==> config.mk <==
export PLATFORM = sky130hd
export DESIGN_NAME = cpu_machine_cycle_sequencer
export DESIGN_NICKNAME = d
export VERILOG_FILES = /design/src/verilog/cpu_seq_pkg.sv /design/src/verilog/level_sync.sv /design/src/verilog/cpu_machine_cycle_sequencer.sv
export VERILOG_INCLUDE_DIRS = /design/src /design/src/verilog
export SDC_FILE = /design/constraint.sdc
export NUM_CORES = 1
export LEC_CHECK = 0
export BUFFER_PORTS_ARGS = -buffer_cell sky130_fd_sc_hd__buf_2
export CELL_PAD_IN_SITES_DETAIL_PLACEMENT = 1
export CELL_PAD_IN_SITES_GLOBAL_PLACEMENT = 2
export CORE_MARGIN = 2
export CORE_UTILIZATION = 28
export DETAILED_ROUTE_END_ITERATION = 6
export PLACE_DENSITY = 0.86
export SLEW_MARGIN = 20
export SYNTH_ARGS = -nofsm -noshare
export SYNTH_HDL_FRONTEND = slang
export SYNTH_SLANG_ARGS = --single-unit
==> constraint.sdc <==
create_clock -name clk -period 2.52 [get_ports clk]
set_clock_uncertainty 0.05 [all_clocks]
set_input_delay 0.126 -clock clk [delete_from_list [all_inputs] [get_ports clk]]
set_output_delay 0.126 -clock clk [all_outputs]
set_load 0.05 [all_outputs]
==> src/verilog/cpu_seq_defines.svh <==
// Constants for the machine-cycle sequencer: status bit positions, counter reset value, restart opcode match, synchroniser depth.
// Assumes one system clock where each state lasts one clock (phase one then phase two).
// Notes on behaviour
// RL1: Each machine cycle passes T1, T2, T3, plus wait states while not ready.
// RL2: Cycle ends after T3, T4 or T5, going straight to next T1.
// RL3: In T1 drive address on address bus and status byte on data bus (the sequencer drives no status in the first T1 after reset).
// RL4: In T2 sample ready and bus-release request, check for stop instruction.
// RL5: Insert wait after T2 when ready low or stop instruction executed.
// RL6: T3 reads instruction, data or interrupt byte, or drives write data out.
// RL7: T4 and T5 are internal only, skipped singly or together when unneeded.
// RL8: Interrupt request is asynchronous and resynchronised before use.
// RL9: Synced request sets interrupt latch only when enabled, at instruction's last state.
// RL10: Interrupt cycle looks like fetch with opcode-fetch and acknowledge status bits.
// RL11: Interrupt cycle puts program counter out in T1 without incrementing it.
// RL12: External logic jams an eight-bit interrupt instruction onto data bus in T3.
// RL13: Restart call's three-bit field selects vector 0..56 step 8; old counter pushed.
// RL14: Accepted bus-release raises acknowledge and floats address and data buses.
// RL15: Hold latch sets on ready, synced request and phase two; next phase one acknowledges.
// RL16: Acknowledge at T3 for reads, else after T3; buses float one phase later (the sequencer floats them one full clock later).
// RL17: Acknowledged at T3 in long cycle, internal work runs through T4 and T5.
// RL18: Master drops request when done; acknowledge drops, next machine cycle resumes.
// RL19: After stop instruction, halt is entered after T2 of next cycle.
// RL20: Reset always returns to T1 and clears the program counter, even from halt.
// RL21: Bus-release request in halt enters hold; on release, halt is re-entered.
// RL22: Enabled interrupt leaves halt to T1; with flag clear only reset exits.
// RL23: Cycle-start strobe marks T1 of every machine cycle with status on data bus (the sequencer drives no status in the first T1 after reset).
// RL24: One state lasts one clock period holding one phase-one and one phase-two.
`ifndef CPU_SEQ_DEFINES_SVH
`define CPU_SEQ_DEFINES_SVH
`define ST_ACK_BIT 0
`define ST_WO_N_BIT 1
`define ST_STACK_BIT 2
`define ST_HALT_ACK_BIT 3
`define ST_OUT_BIT 4
`define ST_FETCH_BIT 5
`define ST_INP_BIT 6
`define ST_MEMR_BIT 7
`define PC_RESET 16'h0000
`define RST_OPCODE_MASK 8'hC7
`define RST_OPCODE_VAL 8'hC7
`define SYNC_STAGES 2
`endif

==> src/verilog/cpu_seq_pkg.sv <==
// Types shared by the machine-cycle sequencer.
// Assumes the defines header is compiled alongside.
package cpu_seq_pkg;
    typedef enum logic [2:0] {
        ST_T1 = 3'b000,
        ST_T2 = 3'b001,
        ST_TW = 3'b010,
        ST_T3 = 3'b011,
        ST_T4 = 3'b100,
        ST_T5 = 3'b101,
        ST_HALT = 3'b110,
        ST_HOLD = 3'b111
    } tstate_e;
    typedef enum logic [2:0] {
        CYC_FETCH = 3'b000,
        CYC_MEM_READ = 3'b001,
        CYC_MEM_WRITE = 3'b010,
        CYC_STACK_READ = 3'b011,
        CYC_STACK_WRITE = 3'b100,
        CYC_INPUT = 3'b101,
        CYC_OUTPUT = 3'b110
    } cycle_e;
endpackage

==> src/verilog/level_sync.sv <==
// Two-flop synchroniser for a level from another timing domain.
// Assumes the destination clock is clk.
`timescale 1ns/1ps
module level_sync #(
    parameter int STAGES = 2
) (
    input wire logic clk,
    input wire logic reset,
    input wire logic din,
    output logic dout
);
    logic [STAGES-1:0] chain_q;

    always_ff @(posedge clk) begin
        if (reset) begin
            chain_q <= '0;
        end else begin
            chain_q <= {chain_q[STAGES-2:0], din};
        end
    end

    assign dout = chain_q[STAGES-1];
endmodule // level_sync

==> src/verilog/cpu_machine_cycle_sequencer.sv <==
// Machine-cycle sequencer: T-states, waits, interrupt acceptance, bus hold, halt.
// Assumes each clk period is one T state (phase one = first half, phase two = second);
// instruction decode supplies the cycle kind and length on the cycle_* inputs.
`timescale 1ns/1ps
`include "cpu_seq_defines.svh"
module cpu_machine_cycle_sequencer
    import cpu_seq_pkg::*;
#(
    parameter int ADDR_W = 16,
    parameter int DATA_W = 8
) (
    input wire logic clk,
    input wire logic reset,
    input wire logic ready,
    input wire logic hold_request,
    input wire logic int_request,
    input wire logic interrupt_enable_flag,
    input wire logic [2:0] cycle_kind,
    input wire logic [2:0] cycle_states,
    input wire logic last_cycle,
    input wire logic stop_instruction,
    input wire logic pc_load,
    input wire logic [ADDR_W-1:0] pc_load_value,
    input wire logic [ADDR_W-1:0] cycle_addr,
    input wire logic use_pc,
    input wire logic [DATA_W-1:0] write_data,
    input wire logic [DATA_W-1:0] data_in,
    output logic [ADDR_W-1:0] addr_out,
    output logic addr_oe,
    output logic [DATA_W-1:0] data_out,
    output logic data_oe,
    output logic cycle_start,
    output logic wait_state,
    output logic halt_state,
    output logic bus_release_acknowledge,
    output logic [2:0] tstate,
    output logic [DATA_W-1:0] read_byte,
    output logic read_valid,
    output logic interrupt_cycle,
    output logic [ADDR_W-1:0] pc,
    output logic [ADDR_W-1:0] restart_vector,
    output logic restart_valid,
    output logic cycle_done
);
    tstate_e state_q, state_d;
    logic int_sync;
    logic hold_sync;
    logic int_latch_q;
    logic hold_latch_q;
    logic halt_pending_q;
    logic interrupt_ack_status_bit_cycle_q;
    logic ack_q;
    logic float_q;
    logic [2:0] kind_q;
    logic [2:0] nstates_q;
    logic [ADDR_W-1:0] pc_q;
    logic [ADDR_W-1:0] addr_q;
    logic [DATA_W-1:0] dout_q;
    logic doe_q;
    logic sync_q;
    logic [DATA_W-1:0] rbyte_q;
    logic rvalid_q;
    logic [ADDR_W-1:0] rvec_q;
    logic rst_valid_q;
    logic done_q;
    logic is_read;
    logic end_of_cycle;
    logic [DATA_W-1:0] status_byte;
    logic int_take;
    logic int_next;
    logic wait_q;
    logic halt_q;

    // Interrupt and hold inputs arrive asynchronously.
    level_sync #(.STAGES(`SYNC_STAGES)) u_int_sync ( // see RL8
        .clk(clk),
        .reset(reset),
        .din(int_request),
        .dout(int_sync)
    );
    level_sync #(.STAGES(`SYNC_STAGES)) u_hold_sync (
        .clk(clk),
        .reset(reset),
        .din(hold_request),
        .dout(hold_sync)
    );

    assign is_read = (kind_q == CYC_FETCH) || (kind_q == CYC_MEM_READ) ||
                     (kind_q == CYC_STACK_READ) || (kind_q == CYC_INPUT);

    // The cycle ends after its last needed state: T3, T4 or T5.
    always_comb begin
        end_of_cycle = 1'b0; // see RL2
        if (state_q == ST_T3 && nstates_q <= 3'd3) begin
            end_of_cycle = 1'b1;
        end else if (state_q == ST_T4 && nstates_q == 3'd4) begin
            end_of_cycle = 1'b1;
        end else if (state_q == ST_T5) begin
            end_of_cycle = 1'b1;
        end
    end

    // A request taken at this edge must already mark the status of the T1 that it opens.
    assign int_take = (int_sync && interrupt_enable_flag && end_of_cycle && last_cycle) ||
        (state_q == ST_HALT && !hold_sync && int_sync && interrupt_enable_flag);
    assign int_next = int_latch_q || int_take;

    always_comb begin
        status_byte = '0; // see RL10
        status_byte[`ST_ACK_BIT] = int_next;
        status_byte[`ST_WO_N_BIT] = !(cycle_kind == CYC_MEM_WRITE ||
            cycle_kind == CYC_STACK_WRITE || cycle_kind == CYC_OUTPUT);
        status_byte[`ST_STACK_BIT] = (cycle_kind == CYC_STACK_READ) ||
            (cycle_kind == CYC_STACK_WRITE);
        status_byte[`ST_HALT_ACK_BIT] = halt_pending_q;
        status_byte[`ST_OUT_BIT] = (cycle_kind == CYC_OUTPUT);
        status_byte[`ST_FETCH_BIT] = (cycle_kind == CYC_FETCH) || int_next;
        status_byte[`ST_INP_BIT] = (cycle_kind == CYC_INPUT);
        status_byte[`ST_MEMR_BIT] = (cycle_kind == CYC_FETCH || cycle_kind == CYC_MEM_READ ||
            cycle_kind == CYC_STACK_READ) && !int_next;
    end

    // One state per clock; phase one and phase two fall within the same period.
    always_comb begin
        state_d = state_q; // see RL24
        case (state_q)
            ST_T1: state_d = ST_T2; // see RL1
            ST_T2: begin
                if (halt_pending_q) begin
                    state_d = ST_HALT; // see RL19
                end else if (!ready) begin
                    state_d = ST_TW; // see RL5
                end else begin
                    state_d = ST_T3;
                end
            end
            ST_TW: state_d = ready ? ST_T3 : ST_TW;
            ST_T3, ST_T4, ST_T5: begin
                if (!end_of_cycle) begin
                    state_d = (state_q == ST_T3) ? ST_T4 : ST_T5; // see RL7
                end else if (hold_latch_q) begin
                    state_d = ST_HOLD; // see RL17
                end else begin
                    state_d = ST_T1; // see RL2
                end
            end
            ST_HALT: begin
                if (hold_sync) begin
                    state_d = ST_HOLD; // see RL21
                end else if (int_sync && interrupt_enable_flag) begin
                    state_d = ST_T1; // see RL22
                end
            end
            ST_HOLD: begin
                if (!hold_sync) begin
                    state_d = halt_pending_q ? ST_HALT : ST_T1; // see RL18 RL21
                end
            end
            default: state_d = ST_T1;
        endcase
    end

    always_ff @(posedge clk) begin
        if (reset) begin
            state_q <= ST_T1; // see RL20
        end else begin
            state_q <= state_d;
        end
    end

    // Cycle description is captured at T1 so it stays fixed across waits.
    always_ff @(posedge clk) begin
        if (reset) begin
            kind_q <= CYC_FETCH;
            nstates_q <= 3'd4;
            interrupt_ack_status_bit_cycle_q <= 1'b0;
        end else if (state_q == ST_T1) begin
            kind_q <= int_latch_q ? CYC_FETCH : cycle_kind;
            nstates_q <= (cycle_states < 3'd3) ? 3'd3 : cycle_states; // see RL1
            interrupt_ack_status_bit_cycle_q <= int_latch_q;
        end
    end

    // Halt is armed by the stop instruction and entered after the next T2.
    always_ff @(posedge clk) begin
        if (reset) begin
            halt_pending_q <= 1'b0;
        end else if (state_q == ST_T2 && stop_instruction) begin
            halt_pending_q <= 1'b1; // see RL4
        end else if (state_q == ST_HALT && !hold_sync && int_sync && interrupt_enable_flag) begin
            halt_pending_q <= 1'b0;
        end
    end

    // Latch at the instruction's final state, or in halt, so the instruction completes.
    always_ff @(posedge clk) begin
        if (reset) begin
            int_latch_q <= 1'b0;
        end else if (int_sync && interrupt_enable_flag && end_of_cycle && last_cycle) begin
            int_latch_q <= 1'b1; // see RL9
        end else if (state_q == ST_HALT && int_sync && interrupt_enable_flag) begin
            int_latch_q <= 1'b1; // see RL22
        end else if (state_q == ST_T1) begin
            int_latch_q <= 1'b0;
        end
    end

    // Hold latch needs ready and the synced request together, sampled in T2 and wait states; in halt the request alone sets it.
    always_ff @(posedge clk) begin
        if (reset) begin
            hold_latch_q <= 1'b0;
        end else if ((state_q == ST_T2 || state_q == ST_TW) && ready && hold_sync) begin
            hold_latch_q <= 1'b1; // see RL15
        end else if (state_q == ST_HALT && hold_sync) begin
            hold_latch_q <= 1'b1;
        end else if (!hold_sync && (state_q == ST_HOLD || state_q == ST_T1)) begin
            hold_latch_q <= 1'b0;
        end
    end

    // Acknowledge at T3 for reads, otherwise in the state after T3. For a read the
    // latch and the acknowledge rise at the same edge, the one that opens T3.
    always_ff @(posedge clk) begin
        if (reset) begin
            ack_q <= 1'b0;
        end else if (!hold_sync) begin
            ack_q <= 1'b0; // see RL18
        end else if (is_read && (state_q == ST_T2 || state_q == ST_TW) && ready) begin
            ack_q <= 1'b1; // see RL16
        end else if (hold_latch_q && (state_q == ST_T3 || state_q == ST_HALT ||
            state_q == ST_HOLD)) begin
            ack_q <= 1'b1; // see RL14
        end
    end

    // Buses float one clock after acknowledge and return with its fall, so the
    // resumed T1 already drives address and status.
    always_ff @(posedge clk) begin
        if (reset) begin
            float_q <= 1'b0;
        end else if (!hold_sync) begin
            float_q <= 1'b0; // see RL18
        end else begin
            float_q <= ack_q; // see RL16
        end
    end

    // The counter steps in T2 of a fetch, but never in an interrupt cycle.
    always_ff @(posedge clk) begin
        if (reset) begin
            pc_q <= `PC_RESET; // see RL20
        end else if (pc_load) begin
            pc_q <= pc_load_value;
        end else if (state_q == ST_T2 && kind_q == CYC_FETCH && !interrupt_ack_status_bit_cycle_q) begin
            pc_q <= pc_q + 1'b1; // see RL11
        end
    end

    // Address and status are presented from T1 onward.
    always_ff @(posedge clk) begin
        if (reset) begin
            addr_q <= '0;
            dout_q <= '0;
            doe_q <= 1'b0;
            // Reset holds the sequencer in T1, so the strobe already marks it.
            sync_q <= 1'b1;
        end else begin
            sync_q <= (state_d == ST_T1); // see RL23
            if (state_d == ST_T1) begin
                addr_q <= (use_pc || int_next || (state_q == ST_HALT)) ? pc_q : cycle_addr;
                dout_q <= status_byte; // see RL3
                doe_q <= 1'b1;
            end else if (state_d == ST_T2 || state_d == ST_TW || state_d == ST_T3) begin
                dout_q <= write_data;
                doe_q <= !is_read; // see RL6
            end else if (state_d == ST_HALT || state_d == ST_HOLD) begin
                doe_q <= 1'b0;
            end
        end
    end

    // Read data is taken in T3; an interrupt cycle takes the jammed instruction.
    always_ff @(posedge clk) begin
        if (reset) begin
            rbyte_q <= '0;
            rvalid_q <= 1'b0;
            rvec_q <= '0;
            rst_valid_q <= 1'b0;
        end else begin
            rvalid_q <= (state_q == ST_T3) && is_read;
            rst_valid_q <= 1'b0;
            if (state_q == ST_T3 && is_read) begin
                rbyte_q <= data_in; // see RL6 RL12
                if (interrupt_ack_status_bit_cycle_q && (data_in & `RST_OPCODE_MASK) == `RST_OPCODE_VAL) begin
                    rvec_q <= {{(ADDR_W-6){1'b0}}, data_in[5:3], 3'b000}; // see RL13
                    rst_valid_q <= 1'b1;
                end
            end
        end
    end

    always_ff @(posedge clk) begin
        if (reset) begin
            done_q <= 1'b0;
        end else begin
            done_q <= end_of_cycle;
        end
    end

    // State flags are registered from the next state so the pins carry no decode glitches.
    always_ff @(posedge clk) begin
        if (reset) begin
            wait_q <= 1'b0;
            halt_q <= 1'b0;
        end else begin
            wait_q <= (state_d == ST_TW); // see RL5
            halt_q <= (state_d == ST_HALT); // see RL19
        end
    end

    assign addr_out = addr_q;
    assign addr_oe = !float_q; // see RL14
    assign data_out = dout_q;
    assign data_oe = doe_q && !float_q;
    assign cycle_start = sync_q;
    assign wait_state = wait_q;
    assign halt_state = halt_q;
    assign bus_release_acknowledge = ack_q;
    assign tstate = state_q;
    assign read_byte = rbyte_q;
    assign read_valid = rvalid_q;
    assign interrupt_cycle = interrupt_ack_status_bit_cycle_q;
    assign pc = pc_q;
    assign restart_vector = rvec_q;
    assign restart_valid = rst_valid_q;
    assign cycle_done = done_q;
endmodule // cpu_machine_cycle_sequencer

==> flow_summary.yaml <==
status:
  status: "finished clean"
grt:
  use_met1: 0.198
  grt_antenna_before_repair: 0
  grtUsageTotal: 0.160
  grt_pass1_wl_mm: 18.2
  met2_usage: 0.273
  grt.met3_usage: 0.0309
  grt_overflow: 0
  grt_busiest_layer: "met2"
  grt_max_degree: 45
  grt_pass1_vias: 3571
synthesis:
  ys_top_cells_by_count: "dfxtp_1, nor2_1, nand2_1, mux2i_1, a21oi_1"
  seq_area_frac_synth: 0.411
  yosys_register_bits: 77
  async_flop_share: 0
  synth.distinct_cells: 53
  synth_area_leaders: "dfxtp_1, mux2i_1, nor2_1"
  synth.most_common_cell: "dfxtp_1"
  synth_top_cell_by_area: "dfxtp_1"
  netlist_area_mm2: 0.00375
  yosysTopAreaCellShare: 0.411
  synth-edff-count: 0
  avgSynthCellArea_um2: 8.89
  synth-main-ff-cell: "dfxtp_1"
  yosys_warnings: 0
  syn-instance-count: 422
route:
  antenna_left: 0
  remaining_drc_errors: 0
  drt-vias-per-instance: 4.81
  wirelength_mm: 11.4
  drtIter0Drc: 129
  wire_per_inst_um: 15.2
  dr.pass1.iters: 4
  dr_total_vias: 3604
clock_network:
  clk_pin_slew_worst_paths_ns: 0.06
  cts.sinks: 77
  cts_tree: "done"
  htreeDepth: 3
  insertion_delay_ns: 0.34
  cts_buffer_depth: 2
  cts_made_buffers: 9
  cts-root-buf: "clkbuf_16"
place:
  gp_congestion: 0.796
  place_area_mm2: 0.00457
  hpwlAfterDp_mm: 8.29
  io_buffers: 127
floorplanning:
  fp.dieH_um: 120
  dieArea_mm2: 0.0143
  core_area_mm2: 0.0131
  io_pins: 141
  initial_core_util: 0.285
  fp.dieW_um: 120
  placement_rows: 42
finish:
  area_delta_synth_final_pct: 36.6
  final_nets: 633
  multi_input_area_mm2: 0.00203
  n_antenna_cell: 0
  n_fill_cell: 1585
  stdcell_area_mm2: 0.00512
  drive_gt1_frac: 0.335
  seqCellArea_mm2: 0.00155
min_path:
  hold_class: "in -> reg"
critical_path:
  crit_family: "simple AND/OR/NAND/NOR gates"
  slowest_stage: "or4b_4"
  crit_top_cell: "buf_4"
  cp-end-kind: "register"
  cpPeakStageDelay_ns: 0.59
  required_ns: 2.72
  cp.buffers_inverters: 3
  worstPathCellList: "buf_4 > nor2b_1 > nor3b_1 > or4b_4 > nor4_4 > buf_4 > buf_12 > nor2_1 > a211oi_1"
  crit_fanout: 17
  cp.arrival_ns: 2.54
  criticalPathCategory: "reg -> reg"
  start_kind: "register"
sta:
  min_period_over_period: 0.931
  slew_headroom: 0.434
  holdWs_ns: 0.0116
  finalSetupTns_ns: 0
  setup_viol: 0
  hold_viol: 0
  fin_crit_ns: 2.35
  worst_pin_slew_ns: 0.850
  fmax_mhz: 426
  rsz0062_at_grt: "false"
  finalMaxSlewViolations: 0
power_and_ir_drop:
  irDropWorstVdd_v: 0.000312
  power.density_mw_per_mm2: 926
  p_leak_nw: 2.25
job:
  cap_violations: 0
==> power by group <==
group / switching (mW) / internal, mW
clock: 0.501 / 0.847
sequential: 0.167 / 1.41
combinational: 1.23 / 0.590
total: 1.90 / 2.85
==> tightest hold or removal path, cell delays in order <==
cell and delay, ns:
buf_2 0.07, mux2i_1 0.06, nor2_1 0.10
==> per-layer routing <==
metal  up-vias  share of wire
li1       1758              -
met5         -              0
met4         0          0.015
met1      1743           0.44
met3        11          0.042
met2        92           0.50
==> layout by cell type (no fill, tap or decap), types with 9 or more instances in the layout <==
master	n
a211oi_1	13
a211oi_2	13
a21oi_1	22
buf_2	127
buf_4	10
clkbuf_16	10
conb_1	13
dfxtp_1	74
dlygate4sd3_1	20
mux2i_1	27
nand2_1	36
nand2b_1	10
nand3_1	10
nand4_1	9
nor2_1	50
nor2_2	11
nor2b_1	9
nor3_1	9
o21ai_0	9
xnor2_1	11
==> worst paths after layout <==
| check | from | to | cells after the start | slack [ns] |
|---|---|---|---|---|
| worst max-delay path | tstate[1] | addr_out[12] | 9 | 0.17 |
| worst max register to register | tstate[1] | addr_out[12] | 9 | 0.17 |
| worst min register to register | u_hold_sync.chain_q[0] | u_hold_sync.chain_q[1] | 1 | 0.39 |
| worst min-delay path | pc_load_value[8] | pc[8] | 3 | 0.01 |
==> cells by family (layout without fill, tap and decap cells) <==
| group | count (synthesis) | in the layout | synth area share |
|---|---|---|---|
| DFF | 77 | 77 | 0.411 |
| adders and majority gates | 1 | 1 | 0.00334 |
| other | 1 | 13 | 0.00100 |
| xor gates and xnor gates | 15 | 15 | 0.0350 |
| buffers and inverters | 43 | 182 | 0.0641 |
| AOI/OAI and AO/OA | 78 | 78 | 0.156 |
| and+or+nand+nor | 179 | 179 | 0.254 |
| muxes | 28 | 28 | 0.0761 |
==> state kept, by name, summed over array words and instances (netlist names) <==
signal / count
addr_out: 16
data_out: 8
kind_q: 3
read_byte: 8
int_latch_q: 1
halt_pending_q: 1
u_int_sync.chain_q: 2
restart_valid: 1
read_valid: 1
cycle_start: 1
tstate: 3
bus_release_acknowledge: 1
float_q: 1
doe_q: 1
nstates_q: 3
interrupt_cycle: 1
cycle_done: 1
u_hold_sync.chain_q: 2
restart_vector: 3
wait_state: 1
hold_latch_q: 1
pc: 16
halt_state: 1
==> what timing repair did <==
action	4_1_cts	5_1_grt
setup buffers	0	1
endpoints found under the hold margin	23	0
resized for setup	0	3
hold buffers	20	0
setup endpoints to repair	0	16
==> cell type report <==
type,count,area share
sequential,77,0.303
timing repair buffer,161,0.194
inverter,5,0.00366
tap,176,0.0430
multi-input combinational,314,0.395
clock inverter,3,0.00830
clock buffer,13,0.0527
==> metrics by stage <==
stage | utilization | setup slack [ns] | std cells | total power [mW]
2_1_floorplan | - | 0.0296 | 434 | 2.93
3_3_place_gp | 0.348 | 0.198 | 711 | 3.30
3_5_place_dp | 0.348 | 0.0737 | 711 | 3.35
4_1_cts | 0.387 | 0.0542 | 747 | 4.76
5_1_grt | 0.390 | 0.0296 | 749 | 5.01
6_report | 0.390 | 0.174 | 749 | 4.75
Power figures use the tool's default switching activity.
